**src/include/cmr_pkg.sv**
```systemverilog
// package for the comparator mode and reference control block
//
// Contract
// raw result is high when positive input exceeds negative input
// output_invert set presents inverted raw result, clear presents it unchanged
// eight comparator modes selected by comparator_mode_field
// software should mask the comparator interrupt while changing the mode
// comparator_result is read-only in comparator_control_reg
// three modes drive comparator_result combinationally onto the output pin
// pin direction bit acts as output enable in output modes
// port_a_value reads analog-configured pins as zero
// four modes route the internal reference to a comparator input
// 32 reference levels, range select 1 low, 0 high, 4-bit level
// software waits the response time after changing reference or input
// enabled comparator and reference keep running through sleep
// mode 111 turns comparator off; clearing reference enable powers it down
// comparator interrupt wakes the device while enabled in sleep
// wake from sleep leaves both control registers unchanged
// change flag set on result change, set by writing 1, cleared writing 0
// result mismatch keeps setting flag; access to control reg updates latch
// reset forces mode 000 and reference off
// fixed per-mode routing of input pins, reference and output pin
package cmr_pkg;
   // register word indices (printed offsets are not all multiples of four)
   localparam logic [7:0] CMR_IDX_CTRL = 8'h19;
   localparam logic [7:0] CMR_IDX_VREF = 8'h99;
   localparam logic [7:0] CMR_IDX_DIR = 8'h85;
   localparam logic [7:0] CMR_IDX_PORT = 8'h05;
   localparam logic [7:0] CMR_IDX_IRQ_STAT = 8'h0c;
   localparam logic [7:0] CMR_IDX_IRQ_EN = 8'h8c;
   localparam logic [7:0] CMR_IDX_IRQ_CLR = 8'h8d;
   localparam logic [7:0] CMR_IDX_FLAG = 8'h0d;
   // control register fields
   localparam int CMR_CTRL_RES_BIT = 6;
   localparam int CMR_CTRL_INV_BIT = 4;
   localparam int CMR_CTRL_CIS_BIT = 3;
   localparam logic [7:0] CMR_CTRL_WMASK = 8'h1f;
   localparam logic [7:0] CMR_CTRL_RST = 8'h00;
   // reference register fields
   localparam int CMR_VREF_EN_BIT = 7;
   localparam int CMR_VREF_RNG_BIT = 5;
   localparam logic [7:0] CMR_VREF_WMASK = 8'haf;
   localparam logic [7:0] CMR_VREF_RST = 8'h00;
   // port a direction
   localparam logic [5:0] CMR_DIR_RST = 6'h3f;
   localparam int CMR_OUT_PIN = 2;
   // interrupt status bits
   localparam int CMR_EV_CHANGE = 0;
   localparam int CMR_EV_NUM = 1;
   // mode codes
   localparam logic [2:0] CMR_MODE_RESET = 3'h0;
   localparam logic [2:0] CMR_MODE_OFF = 3'h7;
   localparam int CMR_MODES = 8;

   // per-mode routing: analog pin mask, reference use, output drive, comparator on
   typedef struct packed {
      logic [5:0] analog;
      logic use_ref;
      logic drive_out;
      logic on;
   } cmr_route_t;

   function automatic cmr_route_t cmr_route(input logic [2:0] mode);
      cmr_route_t r;
      r = '{analog: 6'h00, use_ref: 1'b0, drive_out: 1'b0, on: 1'b1};
      case (mode)
         3'h0: r = '{analog: 6'h07, use_ref: 1'b0, drive_out: 1'b0, on: 1'b0};
         3'h1: r = '{analog: 6'h03, use_ref: 1'b0, drive_out: 1'b1, on: 1'b1};
         3'h2: r = '{analog: 6'h03, use_ref: 1'b0, drive_out: 1'b0, on: 1'b1};
         3'h3: r = '{analog: 6'h01, use_ref: 1'b1, drive_out: 1'b1, on: 1'b1};
         3'h4: r = '{analog: 6'h03, use_ref: 1'b1, drive_out: 1'b0, on: 1'b1};
         3'h5: r = '{analog: 6'h02, use_ref: 1'b1, drive_out: 1'b1, on: 1'b1};
         3'h6: r = '{analog: 6'h01, use_ref: 1'b1, drive_out: 1'b0, on: 1'b1};
         default: r = '{analog: 6'h00, use_ref: 1'b0, drive_out: 1'b0, on: 1'b0};
      endcase
      return r;
   endfunction
endpackage

```
**src/core/cmr_ref_ctl.sv**
```systemverilog
// reference ladder tap selection
`timescale 1ns/1ps
module cmr_ref_ctl
   import cmr_pkg::*;
#(
   parameter int LEVEL_W = 4
)
(
   // configuration
   input wire logic ref_en,
   input wire logic range_low,
   input wire logic [LEVEL_W-1:0] level,
   // ladder control
   output logic ladder_on,
   output logic [5:0] tap_sel
);
   // low range taps 0..15, high range taps 16..31: 32 levels in all
   assign ladder_on = ref_en;
   assign tap_sel = ref_en ? {1'b0, ~range_low, level} : 6'h00;
endmodule

```
**src/core/cmr_flag.sv**
```systemverilog
// sticky change flag with set-over-clear priority
`timescale 1ns/1ps
module cmr_flag
(
   // clock and reset
   input wire logic sys_clk,
   input wire logic nrst,
   // events
   input wire logic set_ev,
   input wire logic clr,
   input wire logic sw_set,
   // state
   output logic flag
);
   logic flag_q;
   logic flag_d;
   // hardware set wins over a clear in the same cycle
   assign flag_d = set_ev | sw_set | (flag_q & ~clr);
   always_ff @(posedge sys_clk or negedge nrst)
   begin
      if (!nrst)
         flag_q <= 1'b0;
      else
         flag_q <= flag_d;
   end
   assign flag = flag_q;
endmodule

```
**src/core/cmr_top.sv**
```systemverilog
// comparator mode, polarity, output pin and reference control with apb registers
`timescale 1ns/1ps
module cmr_top
   import cmr_pkg::*;
(
   // clock and reset
   input wire logic sys_clk,
   input wire logic nrst,
   // apb slave
   input wire logic psel,
   input wire logic penable,
   input wire logic pwrite,
   input wire logic [11:0] paddr,
   input wire logic [31:0] pwdata,
   input wire logic [3:0] pstrb,
   output logic [31:0] prdata,
   output logic pready,
   output logic pslverr,
   // analog front end
   input wire logic comp_raw,
   input wire logic [5:0] port_a_pins,
   output logic comp_on,
   output logic ref_to_input,
   output logic neg_from_cis,
   output logic [5:0] analog_sel,
   output logic ladder_on,
   output logic [5:0] ladder_tap,
   // comparator output pin
   output logic comparator_output_pin_o,
   output logic comparator_output_pin_oe,
   // power and interrupt
   input wire logic sleep,
   output logic wake,
   output logic irq
);
   logic [7:0] ctrl_q;
   logic [7:0] ctrl_d;
   logic [7:0] vref_q;
   logic [7:0] vref_d;
   logic [5:0] dir_q;
   logic [5:0] dir_d;
   logic [CMR_EV_NUM-1:0] ien_q;
   logic [CMR_EV_NUM-1:0] ien_d;
   logic latch_q;
   logic [31:0] rdata_q;
   logic [31:0] rdata_d;
   logic err_q;

   // apb decode: single-cycle access phase, always ready
   wire acc = psel & penable;
   wire wr = acc & pwrite;
   wire rd = acc & ~pwrite;
   wire lane0 = pstrb[0];
   wire [9:0] idx = paddr[11:2];
   wire hit_ctrl = (idx == {2'b00, CMR_IDX_CTRL});
   wire hit_vref = (idx == {2'b00, CMR_IDX_VREF});
   wire hit_dir = (idx == {2'b00, CMR_IDX_DIR});
   wire hit_port = (idx == {2'b00, CMR_IDX_PORT});
   wire hit_stat = (idx == {2'b00, CMR_IDX_IRQ_STAT});
   wire hit_ien = (idx == {2'b00, CMR_IDX_IRQ_EN});
   wire hit_iclr = (idx == {2'b00, CMR_IDX_IRQ_CLR});
   wire hit_flag = (idx == {2'b00, CMR_IDX_FLAG});
   wire mapped = hit_ctrl | hit_vref | hit_dir | hit_port | hit_stat | hit_ien
      | hit_iclr | hit_flag;

   // mode routing from the fixed per-mode table
   wire [2:0] mode = ctrl_q[2:0];
   cmr_route_t route;
   assign route = cmr_route(mode);

   // comparator result, inverted on request; combinational path to the pin
   wire raw_gated = comp_raw & route.on;
   wire result = raw_gated ^ ctrl_q[CMR_CTRL_INV_BIT];
   assign comparator_output_pin_o = result & route.drive_out;
   assign comparator_output_pin_oe = route.drive_out & ~dir_q[CMR_OUT_PIN];

   // pin drive: only output modes with the direction bit cleared may drive; the pin
   // level is checked against the raw input, not against the internal result wire
   AST_PIN_DRIVE: assert property (@(posedge sys_clk) disable iff (!nrst)
      !route.drive_out |-> !comparator_output_pin_oe && !comparator_output_pin_o)
      else $error("pin driven outside output mode");
   AST_PIN_OE: assert property (@(posedge sys_clk) disable iff (!nrst)
      dir_q[CMR_OUT_PIN] |-> !comparator_output_pin_oe)
      else $error("pin driven while direction is input");
   AST_PIN_FOLLOW: assert property (@(posedge sys_clk) disable iff (!nrst)
      comparator_output_pin_oe |-> comparator_output_pin_o == (comp_raw ^ ctrl_q[CMR_CTRL_INV_BIT]))
      else $error("pin level does not follow the comparator");
   AST_ROUTE_OUT: assert property (@(posedge sys_clk) disable iff (!nrst)
      comparator_output_pin_oe |-> mode == 3'h1 || mode == 3'h3 || mode == 3'h5)
      else $error("pin driven in a mode without output");

   // analog routing outputs; nothing here depends on sleep, so both keep running
   assign comp_on = route.on;
   assign ref_to_input = route.use_ref;
   assign neg_from_cis = ctrl_q[CMR_CTRL_CIS_BIT];
   assign analog_sel = route.analog;

   // mode decode against the mode codes themselves
   AST_OFF_MODE: assert property (@(posedge sys_clk) disable iff (!nrst)
      mode == CMR_MODE_OFF |-> !comp_on && !comparator_output_pin_oe)
      else $error("comparator on in off mode");
   AST_RESET_MODE: assert property (@(posedge sys_clk) disable iff (!nrst)
      mode == CMR_MODE_RESET |-> !comp_on && !comparator_output_pin_oe)
      else $error("comparator active in reset mode");
   AST_REF_ROUTE: assert property (@(posedge sys_clk) disable iff (!nrst)
      ref_to_input |-> mode >= 3'h3 && mode <= 3'h6)
      else $error("reference routed in an external mode");
   AST_SLEEP_RUN: assert property (@(posedge sys_clk) disable iff (!nrst)
      sleep && mode != CMR_MODE_OFF && mode != CMR_MODE_RESET |-> comp_on)
      else $error("comparator gated off in sleep");

   cmr_ref_ctl #(
      .LEVEL_W(4)
   ) u_ref (
      .ref_en(vref_q[CMR_VREF_EN_BIT]),
      .range_low(vref_q[CMR_VREF_RNG_BIT]),
      .level(vref_q[3:0]),
      .ladder_on(ladder_on),
      .tap_sel(ladder_tap)
   );

   // ladder power and tap follow the reference register, sleep or not
   AST_REF_OFF: assert property (@(posedge sys_clk) disable iff (!nrst)
      !vref_q[CMR_VREF_EN_BIT] |-> !ladder_on && ladder_tap == 6'h00)
      else $error("reference powered while disabled");
   AST_REF_TAP: assert property (@(posedge sys_clk) disable iff (!nrst)
      ladder_on |-> ladder_tap == {1'b0, !vref_q[CMR_VREF_RNG_BIT], vref_q[3:0]})
      else $error("reference tap wrong");
   AST_SLEEP_REF: assert property (@(posedge sys_clk) disable iff (!nrst)
      sleep && vref_q[CMR_VREF_EN_BIT] |-> ladder_on)
      else $error("reference gated off in sleep");

   // mismatch against the latched result; any control access refreshes the latch
   wire ctrl_acc = acc & hit_ctrl;
   wire mismatch = (result != latch_q);
   wire flag_sw_wr = wr & hit_flag & lane0;
   wire flag_sw_set = flag_sw_wr & pwdata[0];
   wire flag_sw_clr = flag_sw_wr & ~pwdata[0];
   wire stat_clr = wr & hit_iclr & lane0 & pwdata[CMR_EV_CHANGE];
   logic change_flag;
   logic stat_change;

   cmr_flag u_change_flag (
      .sys_clk(sys_clk),
      .nrst(nrst),
      .set_ev(mismatch),
      .clr(flag_sw_clr),
      .sw_set(flag_sw_set),
      .flag(change_flag)
   );

   // flag: a standing mismatch beats a software clear; without one a clear sticks
   // and a set by software holds until cleared
   AST_FLAG_SET: assert property (@(posedge sys_clk) disable iff (!nrst)
      mismatch |=> change_flag)
      else $error("change flag missed");
   AST_FLAG_CLR: assert property (@(posedge sys_clk) disable iff (!nrst)
      flag_sw_clr && !mismatch |=> !change_flag)
      else $error("change flag not cleared");
   AST_FLAG_HOLD: assert property (@(posedge sys_clk) disable iff (!nrst)
      change_flag && !flag_sw_clr |=> change_flag)
      else $error("change flag lost without clear");
   AST_FLAG_SW_SET: assert property (@(posedge sys_clk) disable iff (!nrst)
      flag_sw_set |=> change_flag)
      else $error("software set of change flag ignored");

   // status copy for the interrupt controller, cleared by the clear register
   cmr_flag u_stat_change (
      .sys_clk(sys_clk),
      .nrst(nrst),
      .set_ev(mismatch),
      .clr(stat_clr),
      .sw_set(1'b0),
      .flag(stat_change)
   );
   // status copy: same set, own clear through the clear register
   AST_STAT_SET: assert property (@(posedge sys_clk) disable iff (!nrst)
      mismatch |=> stat_change)
      else $error("status bit missed");
   AST_STAT_CLR: assert property (@(posedge sys_clk) disable iff (!nrst)
      stat_clr && !mismatch |=> !stat_change)
      else $error("status bit not cleared");
   AST_STAT_HOLD: assert property (@(posedge sys_clk) disable iff (!nrst)
      stat_change && !stat_clr |=> stat_change)
      else $error("status bit lost without clear");

   // interrupt level and wake; sleep does not alter registers
   assign irq = stat_change & ien_q[CMR_EV_CHANGE];
   assign wake = sleep & route.on & irq;

   // wake only out of sleep, and only for an enabled event
   AST_WAKE: assert property (@(posedge sys_clk) disable iff (!nrst)
      sleep && route.on && irq |-> wake)
      else $error("no wake on interrupt");
   AST_WAKE_QUIET: assert property (@(posedge sys_clk) disable iff (!nrst)
      !sleep |-> !wake)
      else $error("wake while awake");
   AST_IRQ_MASK: assert property (@(posedge sys_clk) disable iff (!nrst)
      !ien_q[CMR_EV_CHANGE] |-> !irq)
      else $error("interrupt while masked");

   // register next values; result bit and reserved bits are not writable
   assign ctrl_d = (wr & hit_ctrl & lane0)
      ? (pwdata[7:0] & CMR_CTRL_WMASK) : ctrl_q;
   assign vref_d = (wr & hit_vref & lane0)
      ? (pwdata[7:0] & CMR_VREF_WMASK) : vref_q;
   assign dir_d = (wr & hit_dir & lane0) ? pwdata[5:0] : dir_q;
   assign ien_d = (wr & hit_ien & lane0) ? pwdata[CMR_EV_NUM-1:0] : ien_q;

   // port read: analog-configured pins return zero
   wire [5:0] port_view = port_a_pins & ~route.analog;

   // analog pins must never leak a level into a port read
   AST_PORT_ANALOG: assert property (@(posedge sys_clk) disable iff (!nrst)
      (port_view & route.analog) == 6'h00)
      else $error("analog pin read nonzero");

   // control read view: reserved bits zero, result in bit 6
   wire [7:0] ctrl_view = {1'b0, result, 1'b0, ctrl_q[4:0]};
   // result polarity, checked against the raw input while the comparator is on
   AST_INVERT: assert property (@(posedge sys_clk) disable iff (!nrst)
      ctrl_view[CMR_CTRL_RES_BIT] == (raw_gated ^ ctrl_q[CMR_CTRL_INV_BIT]))
      else $error("result polarity wrong");
   AST_RESULT_RAW: assert property (@(posedge sys_clk) disable iff (!nrst)
      route.on |-> ctrl_view[CMR_CTRL_RES_BIT] == (comp_raw ^ ctrl_q[CMR_CTRL_INV_BIT]))
      else $error("result does not follow the comparator");

   // read mux
   always_comb
   begin
      rdata_d = 32'h0000_0000;
      if (hit_ctrl)
         rdata_d = {24'h00_0000, ctrl_view};
      else if (hit_vref)
         rdata_d = {24'h00_0000, vref_q};
      else if (hit_dir)
         rdata_d = {26'h000_0000, dir_q};
      else if (hit_port)
         rdata_d = {26'h000_0000, port_view};
      else if (hit_stat)
         rdata_d = {31'h0000_0000, stat_change};
      else if (hit_ien)
         rdata_d = {31'h0000_0000, ien_q};
      else if (hit_flag)
         rdata_d = {31'h0000_0000, change_flag};
   end

   // control register; reset forces the comparator reset mode
   always_ff @(posedge sys_clk or negedge nrst)
   begin
      if (!nrst)
         ctrl_q <= CMR_CTRL_RST;
      else
         ctrl_q <= ctrl_d;
   end

   // reference register; reset leaves the ladder powered down
   always_ff @(posedge sys_clk or negedge nrst)
   begin
      if (!nrst)
         vref_q <= CMR_VREF_RST;
      else
         vref_q <= vref_d;
   end

   // pin directions reset to input, so the output pin is released after reset
   always_ff @(posedge sys_clk or negedge nrst)
   begin
      if (!nrst)
         dir_q <= CMR_DIR_RST;
      else
         dir_q <= dir_d;
   end

   // interrupt enable resets masked
   always_ff @(posedge sys_clk or negedge nrst)
   begin
      if (!nrst)
         ien_q <= '0;
      else
         ien_q <= ien_d;
   end

   // writes land as written, the result bit never; leaving sleep changes nothing
   AST_RESULT_RO: assert property (@(posedge sys_clk) disable iff (!nrst)
      wr & hit_ctrl |=> ctrl_q[7:5] == 3'h0)
      else $error("result bit became writable");
   AST_WRITE_MODE: assert property (@(posedge sys_clk) disable iff (!nrst)
      wr && hit_ctrl && lane0 |=> mode == $past(pwdata[2:0]))
      else $error("mode write lost");
   AST_INV_WRITE: assert property (@(posedge sys_clk) disable iff (!nrst)
      wr && hit_ctrl && lane0 |=> ctrl_q[CMR_CTRL_INV_BIT] == $past(pwdata[CMR_CTRL_INV_BIT]))
      else $error("invert write lost");
   AST_SLEEP_KEEP: assert property (@(posedge sys_clk) disable iff (!nrst)
      $fell(sleep) && !$past(wr && hit_ctrl) |-> ctrl_q == $past(ctrl_q))
      else $error("control changed on wake");
   AST_SLEEP_VREF: assert property (@(posedge sys_clk) disable iff (!nrst)
      $fell(sleep) && !$past(wr && hit_vref) |-> vref_q == $past(vref_q))
      else $error("reference changed on wake");

   // mismatch latch follows the result on any control register access
   always_ff @(posedge sys_clk or negedge nrst)
   begin
      if (!nrst)
         latch_q <= 1'b0;
      else if (ctrl_acc)
         latch_q <= result;
   end

   // after a control access the mismatch lasts only if the result moved again
   AST_LATCH: assert property (@(posedge sys_clk) disable iff (!nrst)
      ctrl_acc |=> latch_q == $past(result))
      else $error("latch not refreshed");
   AST_MISMATCH_END: assert property (@(posedge sys_clk) disable iff (!nrst)
      ctrl_acc |=> mismatch == (result != $past(result)))
      else $error("mismatch survived a control access");

   // read data and error are captured at the edge ending the setup phase; bus sees them registered
   always_ff @(posedge sys_clk or negedge nrst)
   begin
      if (!nrst)
      begin
         rdata_q <= 32'h0000_0000;
         err_q <= 1'b0;
      end
      else if (psel & ~penable)
      begin
         rdata_q <= rdata_d;
         err_q <= ~mapped;
      end
   end

   // read data is valid during the access phase since it was sampled in setup
   assign prdata = rd ? rdata_q : 32'h0000_0000;
   assign pready = 1'b1;
   assign pslverr = acc & err_q;

   // cover points; bus transfers are spaced, so the flag sequence allows gaps
   COV_OUT_MODE: cover property (@(posedge sys_clk) disable iff (!nrst)
      comparator_output_pin_oe && comparator_output_pin_o);
   COV_FLAG: cover property (@(posedge sys_clk) disable iff (!nrst)
      mismatch ##[1:8] ctrl_acc ##[1:8] flag_sw_clr);
   COV_SLEEP_ON: cover property (@(posedge sys_clk) disable iff (!nrst)
      sleep && comp_on && ladder_on);
   COV_UNMAPPED: cover property (@(posedge sys_clk) disable iff (!nrst)
      acc && !mapped);
   COV_WAKE: cover property (@(posedge sys_clk) disable iff (!nrst) wake);
endmodule

```
**config.mk**
```make
export PLATFORM = sky130hd
export DESIGN_NAME = cmr_top
export DESIGN_NICKNAME = d
export VERILOG_FILES = /design/src/include/cmr_pkg.sv /design/src/core/cmr_ref_ctl.sv /design/src/core/cmr_flag.sv /design/src/core/cmr_top.sv
export SDC_FILE = /design/constraint.sdc
export NUM_CORES = 1
export LEC_CHECK = 0
export ABC_AREA = 1
export BUFFER_PORTS_ARGS = -buffer_cell sky130_fd_sc_hd__buf_2
export CAP_MARGIN = 15
export CORE_ASPECT_RATIO = 0.7
export CORE_UTILIZATION = 41
export DETAILED_ROUTE_END_ITERATION = 8
export PLACE_DENSITY_LB_ADDON = 0.08
export SETUP_SLACK_MARGIN = 0.5
export SLEW_MARGIN = 40
export SYNTH_ARGS = -nofsm -noshare
export SYNTH_HDL_FRONTEND = slang
export SYNTH_SLANG_ARGS = --single-unit
```
**constraint.sdc**
```tcl
create_clock -name sys_clk -period 1.2 [get_ports sys_clk]
set_input_delay 0.06 -clock sys_clk [delete_from_list [all_inputs] [get_ports sys_clk]]
set_output_delay 0.06 -clock sys_clk [all_outputs]
set_load 0.02 [all_outputs]
```
==> out/qor.json, run 1 <==
{
  "floorplan.die.width": {"value": 88.9, "unit": "um"},
  "whs_path_depth": {"value": 3},
  "avgRoutedWirePerCell": {"value": 14.4, "unit": "um"},
  "rows": {"value": 21},
  "drive_gt1_share": {"value": 63.6, "unit": "%"},
  "cp-end-kind": {"value": "output port"},
  "finalSetupTns": {"value": -3.77, "unit": "ns"},
  "max-clock-path-buffers": {"value": 2},
  "finalHoldViolations": {"value": 2},
  "basic_gate_share_of_the_synthesized_area_counting_and_or_nand_and_nor_cells": {"value": 33.0, "unit": "%"},
  "number_of_inserted_diodes": {"value": 0},
  "die_height": {"value": 62.8, "unit": "um"},
  "finalWeightedCongestion": {"value": 0.852},
  "clkSinkCount": {"value": 30},
  "switching_share": {"value": 30.7, "unit": "%"},
  "cell_area_synth": {"value": 2170, "unit": "um^2"},
  "clk_pin_slew": {"value": 0.07, "unit": "ns"},
  "synth-edff-count": {"value": 0},
  "finalSetupViolCount": {"value": 15},
  "failing_checks": {"value": "hold timing, setup timing"},
  "io_pins": {"value": 115},
  "syn_inst": {"value": 305},
  "total_power": {"value": 2.44, "unit": "mW"},
  "fraction_of_the_mapped_netlist_area_in_compound_gates": {"value": 9.99, "unit": "%"},
  "finalCoreUtilization": {"value": 79.5, "unit": "%"},
  "yosys-top-cells-area": {"value": "dfrtp_1, nand2_1, buf_4"},
  "final.hold.worst_slack": {"value": -0.0122, "unit": "ns"},
  "detailed_place.area": {"value": 2820, "unit": "um^2"},
  "slowest_cell_on_the_critical_path": {"value": "dfrtp_1"},
  "cts-htree-levels": {"value": 2},
  "asyncSetResetFlopFracSynth": {"value": 100, "unit": "%"},
  "ir_worst_vdd": {"value": 0.408, "unit": "mV"},
  "power_frac_comb": {"value": 21.2, "unit": "%"},
  "clock_power_share": {"value": 36.4, "unit": "%"},
  "dp.final_hpwl": {"value": 4390, "unit": "um"},
  "synth.area.mux_share": {"value": 0.462, "unit": "%"},
  "yosysTopAreaCell": {"value": "dfrtp_1"},
  "worst_hold_path.endpoint": {"value": "ctrl_q[2]"},
  "final_area": {"value": 3930, "unit": "um^2"},
  "area.growth.synth_to_final": {"value": 81.2, "unit": "%"},
  "dp_worst_setup_slack": {"value": -0.128, "unit": "ns"},
  "via_count_of_the_first_global_routing_pass": {"value": 2294},
  "period_minus_ws_final": {"value": 1.59, "unit": "ns"},
  "power-per-cell-area": {"value": 621, "unit": "nW/um^2"},
  "worstSetupStartpointType": {"value": "flop"},
  "seq_cells_post_synth": {"value": 30},
  "net-switching-power": {"value": 0.749, "unit": "mW"},
  "timing.reg2reg.setup_slack": {"value": -0.27, "unit": "ns"},
  "syn_area_per_cell": {"value": 7.10, "unit": "um^2"},
  "grt_first_pass_wirelength": {"value": 10800, "unit": "um"},
  "crit_path_max_incr_delay": {"value": 0.40, "unit": "ns"},
  "synth-main-ff-cell": {"value": "dfrtp_1"},
  "vias": {"value": 2417},
  "fmaxAchievable": {"value": 630, "unit": "MHz"},
  "synthAdderAreaFrac": {"value": 0, "unit": "%"},
  "worst-r2r-cell-count": {"value": 9},
  "core_area": {"value": 4940, "unit": "um^2"},
  "timing.critical_path.required": {"value": 1.14, "unit": "ns"},
  "antenna_found_initial": {"value": 0},
  "hp-class": {"value": "in2reg"},
  "drcViolationCount": {"value": 0},
  "rsz0062_at_grt": {"value": "true"},
  "cts_tree": {"value": "built"},
  "cts_buffers": {"value": 5},
  "synthXorXnorAreaFrac": {"value": 0.751, "unit": "%"},
  "yosysUniqueCellTypes": {"value": 31},
  "dr.pass1.iters": {"value": 4},
  "numPortBuffers": {"value": 55},
  "finish.net_count": {"value": 499},
  "yosysWarningCount": {"value": 0},
  "synth_top_area_share": {"value": 27.7, "unit": "%"},
  "sequentialPowerShare": {"value": 42.4, "unit": "%"},
  "cap_violations": {"value": 0},
  "start_util": {"value": 43.8, "unit": "%"},
  "setup.worst_path.class": {"value": "reg2out"},
  "drt-initial-drc-count": {"value": 151},
  "main_combinational_cell_family_by_area_after_synthesis": {"value": "simple AND/OR/NAND/NOR gates"},
  "grt_util_all_layers": {"value": 25.8, "unit": "%"},
  "ctsRootBufferMaster": {"value": "clkbuf_8"},
  "report.final.slew_viol_count": {"value": 0},
  "period_share": {"value": 132, "unit": "%"},
  "yosysMostFrequentCell": {"value": "nand2_1"},
  "finish.cell_count_without_fillers": {"value": 508},
  "insertion_delay": {"value": 0.29, "unit": "ns"},
  "leakage_power_summed_over_all_cells": {"value": 1.88, "unit": "nW"},
  "critical_path.startpoint": {"value": "ctrl_q[0]"},
  "yosys-top-cells-count": {"value": "nand2_1, inv_1, nor2_1"},
  "worstPathCellList": {"value": "inv_2 > nand2_4 > nor2_4 > nor2_4 > nand2_4 > xor2_4 > nor2_2 > buf_6"},
  "finalWirelength": {"value": 7290, "unit": "um"},
  "finalWorstSetupSlack": {"value": -0.387, "unit": "ns"},
  "rr_endpoint": {"value": "rdata_q[6]"},
  "vias_per_cell": {"value": 4.76},
  "run_status": {"value": "finished, violations left"},
  "drt.antenna.violating_nets": {"value": 0},
  "die_area": {"value": 5580, "unit": "um^2"},
  "rr_startpoint": {"value": "ctrl_q[0]"},
  "grt_overflow": {"value": 0},
  "critPathMaxFanout": {"value": 3},
  "hold_path_startpoint": {"value": "pwdata[2]"},
  "synth.yosys.seq_area_share": {"value": 35.0, "unit": "%"},
  "cp_data_arrival_time": {"value": 1.53, "unit": "ns"},
  "worst_clock_skew": {"value": 0.00419, "unit": "ns"},
  "place_inst": {"value": 451},
  "internal_power": {"value": 1.69, "unit": "mW"},
  "largest_net_degree_at_the_start_of_global_routing": {"value": 31}
}
-- critical path, delay by kind of cell, from the launching register on --
kind                   cells  cell delay [ns]
flip-flops                 1             0.40
XOR/XNOR                   1             0.16
buffers and inverters      2             0.26
AND/OR/NAND/NOR            5             0.41
-- power groups by stage --
| stage | combinational [mW] | sequential (mW) | clock (mW) |
|---|---|---|---|
| 6_report | 0.518 | 1.03 | 0.887 |
| 5_1_grt | 0.561 | 1.04 | 0.933 |
| 3_5_place_dp | 0.376 | 1.05 | 0 |
| 4_1_cts | 0.463 | 1.03 | 0.885 |
| 2_1_floorplan | 0.301 | 1.05 | 0 |
| 3_3_place_gp | 0.373 | 1.05 | 0 |
-- cell families after synthesis --
kind of cell              Yosys count
and+or+nand+nor                   154
buffers and inverters              85
AOI/OAI and AO/OA                  32
DFF                                30
other                               2
xor gates and xnor gates            1
muxes                               1
-- cells in the final DEF, fill, tap and decap left out, types with 7 or more instances in the layout --
| master | n |
|---|---|
| buf_6 | 51 |
| o21ai_2 | 12 |
| o21ai_1 | 9 |
| inv_1 | 22 |
| nor2_4 | 24 |
| nor2_1 | 17 |
| nand3_1 | 15 |
| nand3_2 | 7 |
| nand2_1 | 31 |
| buf_2 | 23 |
| inv_2 | 24 |
| dfrtp_1 | 21 |
| conb_1 | 29 |
| nand2_4 | 18 |
| nand2_2 | 22 |
| buf_4 | 48 |
-- layer usage --
| layer | global-route usage (%) | routed length [um] |
|---|---|---|
| met3 | 5.55 | 449 |
| met1 | 35.0 | 3190 |
| met2 | 41.7 | 3590 |
| met4 | 6.05 | 60 |
| met5 | 0 | 0 |
-- sequential cells by signal, indices dropped and copies added, names as in the netlist --
register / cells
rdata_q: 8
dir_q: 6
vref_q: 6
ctrl_q: 5
err_q: 1
ien_q: 1
latch_q: 1
u_change_flag.flag: 1
u_stat_change.flag: 1
-- layout make-up --
cell class	instances	area, um^2
clock buffers	6	82.6
clock inverters	2	12.5
fillers	334	1010
inverters	52	230
multi-input cells	220	1580
flip-flops and latches	30	762
well taps	69	86.3
repair buffers	129	1170
-- worst max-delay path by stage --
| stage | slack (ns) | end | depth (start not counted) |
|---|---|---|---|
| finish | -0.39 | comparator_output_pin_o | 8 |
| detailed placement | -0.13 | comparator_output_pin_o | 7 |
| floorplan | -0.16 | comparator_output_pin_o | 7 |
| global placement | -0.08 | comparator_output_pin_o | 7 |
| global route | -0.46 | comparator_output_pin_o | 8 |
| CTS | -0.35 | comparator_output_pin_o | 8 |
-- repair_timing --
action,4_1_cts,5_1_grt
hold buffers,1,0
resized for setup,121,59
pin swaps,37,26
endpoints found under the hold margin,27,0
setup endpoints to repair,55,85
gates cloned,2,1
setup buffers,28,17
No activity file was read; power rests on OpenSTA's default activity.
==> run 2: changes to the inputs <==
RECOVER_POWER = 100   (was unset)
==> out/qor.json, run 2 (same netlist as run 1, synthesis figures left out) <==
{
  "run_status": {"value": "finished, violations left", "change": "unchanged"},
  "failing_checks": {"value": "hold timing, setup timing", "change": "unchanged"},
  "rows": {"value": 21, "change": "unchanged"},
  "setup.worst_path.class": {"value": "reg2out", "change": "unchanged"},
  "finalSetupViolCount": {"value": 32, "change": "was 15"},
  "worstPathCellList": {"value": "inv_2 > nand2_4 > nor2_4 > nor2_4 > nand2_4 > xor2_4 > nor2_2 > buf_6", "change": "unchanged"},
  "vias": {"value": 2442, "change": "was 2417"},
  "slowest_cell_on_the_critical_path": {"value": "dfrtp_1", "change": "unchanged"},
  "seqCellArea": {"value": 761, "unit": "um^2", "change": "was 762 um^2"},
  "insertion_delay": {"value": 0.29, "unit": "ns", "change": "about the same"},
  "drcViolationCount": {"value": 0, "change": "unchanged"},
  "timing_worst_slew_pin_value": {"value": 0.777, "unit": "ns"},
  "cp_data_arrival_time": {"value": 1.52, "unit": "ns", "change": "was 1.53 ns"},
  "cts_buffers": {"value": 5, "change": "unchanged"},
  "max-clock-path-buffers": {"value": 2, "change": "unchanged"},
  "cap_violations": {"value": 0, "change": "unchanged"},
  "report.final.slew_viol_count": {"value": 0, "change": "unchanged"},
  "timing.critical_path.required": {"value": 1.14, "unit": "ns", "change": "about the same"},
  "finalWorstSetupSlack": {"value": -0.383, "unit": "ns", "change": "was -0.387 ns"},
  "cp-end-kind": {"value": "output port", "change": "unchanged"},
  "largest_reg_flops": {"value": 8, "change": "unchanged"},
  "total_power": {"value": 2.42, "unit": "mW", "change": "was 2.44 mW"},
  "period_share": {"value": 132, "unit": "%", "change": "about the same"},
  "finalWirelength": {"value": 7340, "unit": "um", "change": "was 7290 um"},
  "dp_worst_setup_slack": {"value": -0.128, "unit": "ns", "change": "unchanged"},
  "numPortBuffers": {"value": 55, "change": "unchanged"},
  "clkSinkCount": {"value": 30, "change": "unchanged"},
  "clk_pin_slew": {"value": 0.07, "unit": "ns", "change": "about the same"},
  "final.hold.worst_slack": {"value": -0.00890, "unit": "ns", "change": "was -0.0122 ns"},
  "number_of_inserted_diodes": {"value": 0, "change": "unchanged"},
  "drive_gt1_share": {"value": 60.4, "unit": "%", "change": "was 63.6%"},
  "worst_clock_skew": {"value": 0.00485, "unit": "ns", "change": "was 0.00419 ns"},
  "worst-r2r-cell-count": {"value": 9, "change": "unchanged"},
  "dr.pass1.iters": {"value": 4, "change": "unchanged"},
  "period_minus_ws_final": {"value": 1.58, "unit": "ns", "change": "was 1.59 ns"},
  "largest_net_degree_at_the_start_of_global_routing": {"value": 31, "change": "unchanged"},
  "ctsRootBufferMaster": {"value": "clkbuf_8", "change": "unchanged"},
  "io_pins": {"value": 115, "change": "unchanged"},
  "core_area": {"value": 4940, "unit": "um^2", "change": "unchanged"},
  "crit_path_max_incr_delay": {"value": 0.40, "unit": "ns", "change": "about the same"},
  "cts_tree": {"value": "built", "change": "unchanged"},
  "finish.net_count": {"value": 499, "change": "unchanged"},
  "area.growth.synth_to_final": {"value": 79.0, "unit": "%", "change": "was 81.2%"},
  "multi_input_area": {"value": 1570, "unit": "um^2", "change": "was 1580 um^2"},
  "via_count_of_the_first_global_routing_pass": {"value": 2294, "change": "unchanged"},
  "finalHoldViolations": {"value": 2, "change": "unchanged"},
  "dp.final_hpwl": {"value": 4390, "unit": "um", "change": "unchanged"},
  "floorplan.die.width": {"value": 88.9, "unit": "um", "change": "unchanged"},
  "grt_first_pass_wirelength": {"value": 10800, "unit": "um", "change": "unchanged"},
  "rsz0062_at_grt": {"value": "true", "change": "unchanged"},
  "critPathMaxFanout": {"value": 3, "change": "unchanged"},
  "grt_util_all_layers": {"value": 25.8, "unit": "%", "change": "unchanged"},
  "worstSetupStartpointType": {"value": "flop", "change": "unchanged"},
  "commonest_non_fill_non_tap_cell_in_the_layout": {"value": "buf_6", "change": "unchanged"},
  "fillers": {"value": 346, "change": "was 334"},
  "die_area": {"value": 5580, "unit": "um^2", "change": "unchanged"},
  "layout_common_cells": {"value": "buf_6, buf_4, nand2_1, inv_1, conb_1", "change": "was buf_6, buf_4, nand2_1, conb_1"},
  "max_slew_margin": {"value": 48.2, "unit": "%"},
  "fmaxAchievable": {"value": 632, "unit": "MHz", "change": "was 630 MHz"},
  "power-per-cell-area": {"value": 624, "unit": "nW/um^2", "change": "was 621 nW/um^2"},
  "leakage_power_summed_over_all_cells": {"value": 1.85, "unit": "nW", "change": "was 1.88 nW"},
  "cts-htree-levels": {"value": 2, "change": "unchanged"},
  "drt.antenna.violating_nets": {"value": 0, "change": "unchanged"},
  "hp-class": {"value": "in2reg", "change": "unchanged"},
  "finalWeightedCongestion": {"value": 0.852, "change": "unchanged"},
  "avgRoutedWirePerCell": {"value": 14.4, "unit": "um", "change": "about the same"},
  "grt_overflow": {"value": 0, "change": "unchanged"},
  "drt-initial-drc-count": {"value": 170, "change": "was 151"},
  "top_regs": {"value": "rdata_q x8, dir_q x6, vref_q x6", "change": "unchanged"},
  "vias_per_cell": {"value": 4.81, "change": "was 4.76"},
  "antenna_found_initial": {"value": 0, "change": "unchanged"},
  "ir_worst_vdd": {"value": 0.405, "unit": "mV", "change": "was 0.408 mV"},
  "start_util": {"value": 43.8, "unit": "%", "change": "unchanged"},
  "top_register": {"value": "rdata_q", "change": "unchanged"},
  "die_height": {"value": 62.8, "unit": "um", "change": "unchanged"},
  "whs_path_depth": {"value": 3, "change": "unchanged"}
}
run 2: what timing repair did:
action                                 4_1_cts  5_1_grt
hold buffers                                 1        0
resized for setup                          121       59
setup buffers                               28       17
setup endpoints to repair                   55       85
pin swaps                                   37       26
cloned                                       2        1
endpoints found under the hold margin       27        0
run 2: final timing paths:
check	from	endpoint	slack [ns]
max	ctrl_q[0]	comparator_output_pin_o	-0.38
min	pwdata[2]	ctrl_q[2]	-0.009
max reg2reg	ctrl_q[0]	rdata_q[6]	-0.27
min in group asynchronous	nrst	rdata_q[0]	0.47
min reg2reg	dir_q[3]	dir_q[3]	0.48
max in group asynchronous	nrst	ctrl_q[1]	0.19
run 2: critical path, delay by kind of cell, from the launching register on:
kind	cells	cell delay [ns]
buffers and inverters	2	0.26
xor gates and xnor gates	1	0.16
and+or+nand+nor	5	0.41
DFF	1	0.40
run 2: stage by stage:
stage	area (um^2)	instances	TNS (ns)	hold slack [ns]	utilization [%]
global route	3880	508	-6.90	0.00508	78.5
global placement	2820	451	-0.554	0.0968	57.2
floorplan	2500	332	-0.716	-0.236	-
detailed placement	2820	451	-1.14	0.100	57.2
finish	3880	508	-4.58	-0.00890	78.5
CTS	3510	490	-2.21	-0.0112	71.0
run 2: routing by layer:
layer	wire length [um]	global-route usage [%]	part of all wire (%)	up-vias
met5	0	0	0	-
met4	89	6.05	1.2	0
met3	477	5.55	6.5	8
met2	3600	41.7	49	101
met1	3170	35.0	43	1169
li1	-	-	-	1164
run 2: final cells by class:
| class | count | share of cell area (%) |
|---|---|---|
| multi-input cells | 220 | 40.5 |
| repair buffers | 129 | 29.3 |
| inverters | 52 | 5.91 |
| clock inverters | 2 | 0.323 |
| well taps | 69 | 2.23 |
| flip-flops and latches | 30 | 19.6 |
| clock buffers | 6 | 2.13 |
run 2: where the power goes:
group	total [mW]	switching [mW]	internal, mW	leakage, nW
combinational	0.506	0.314	0.193	1.44
sequential	1.03	0.00557	1.03	0.364
clock	0.883	0.422	0.461	0.0472
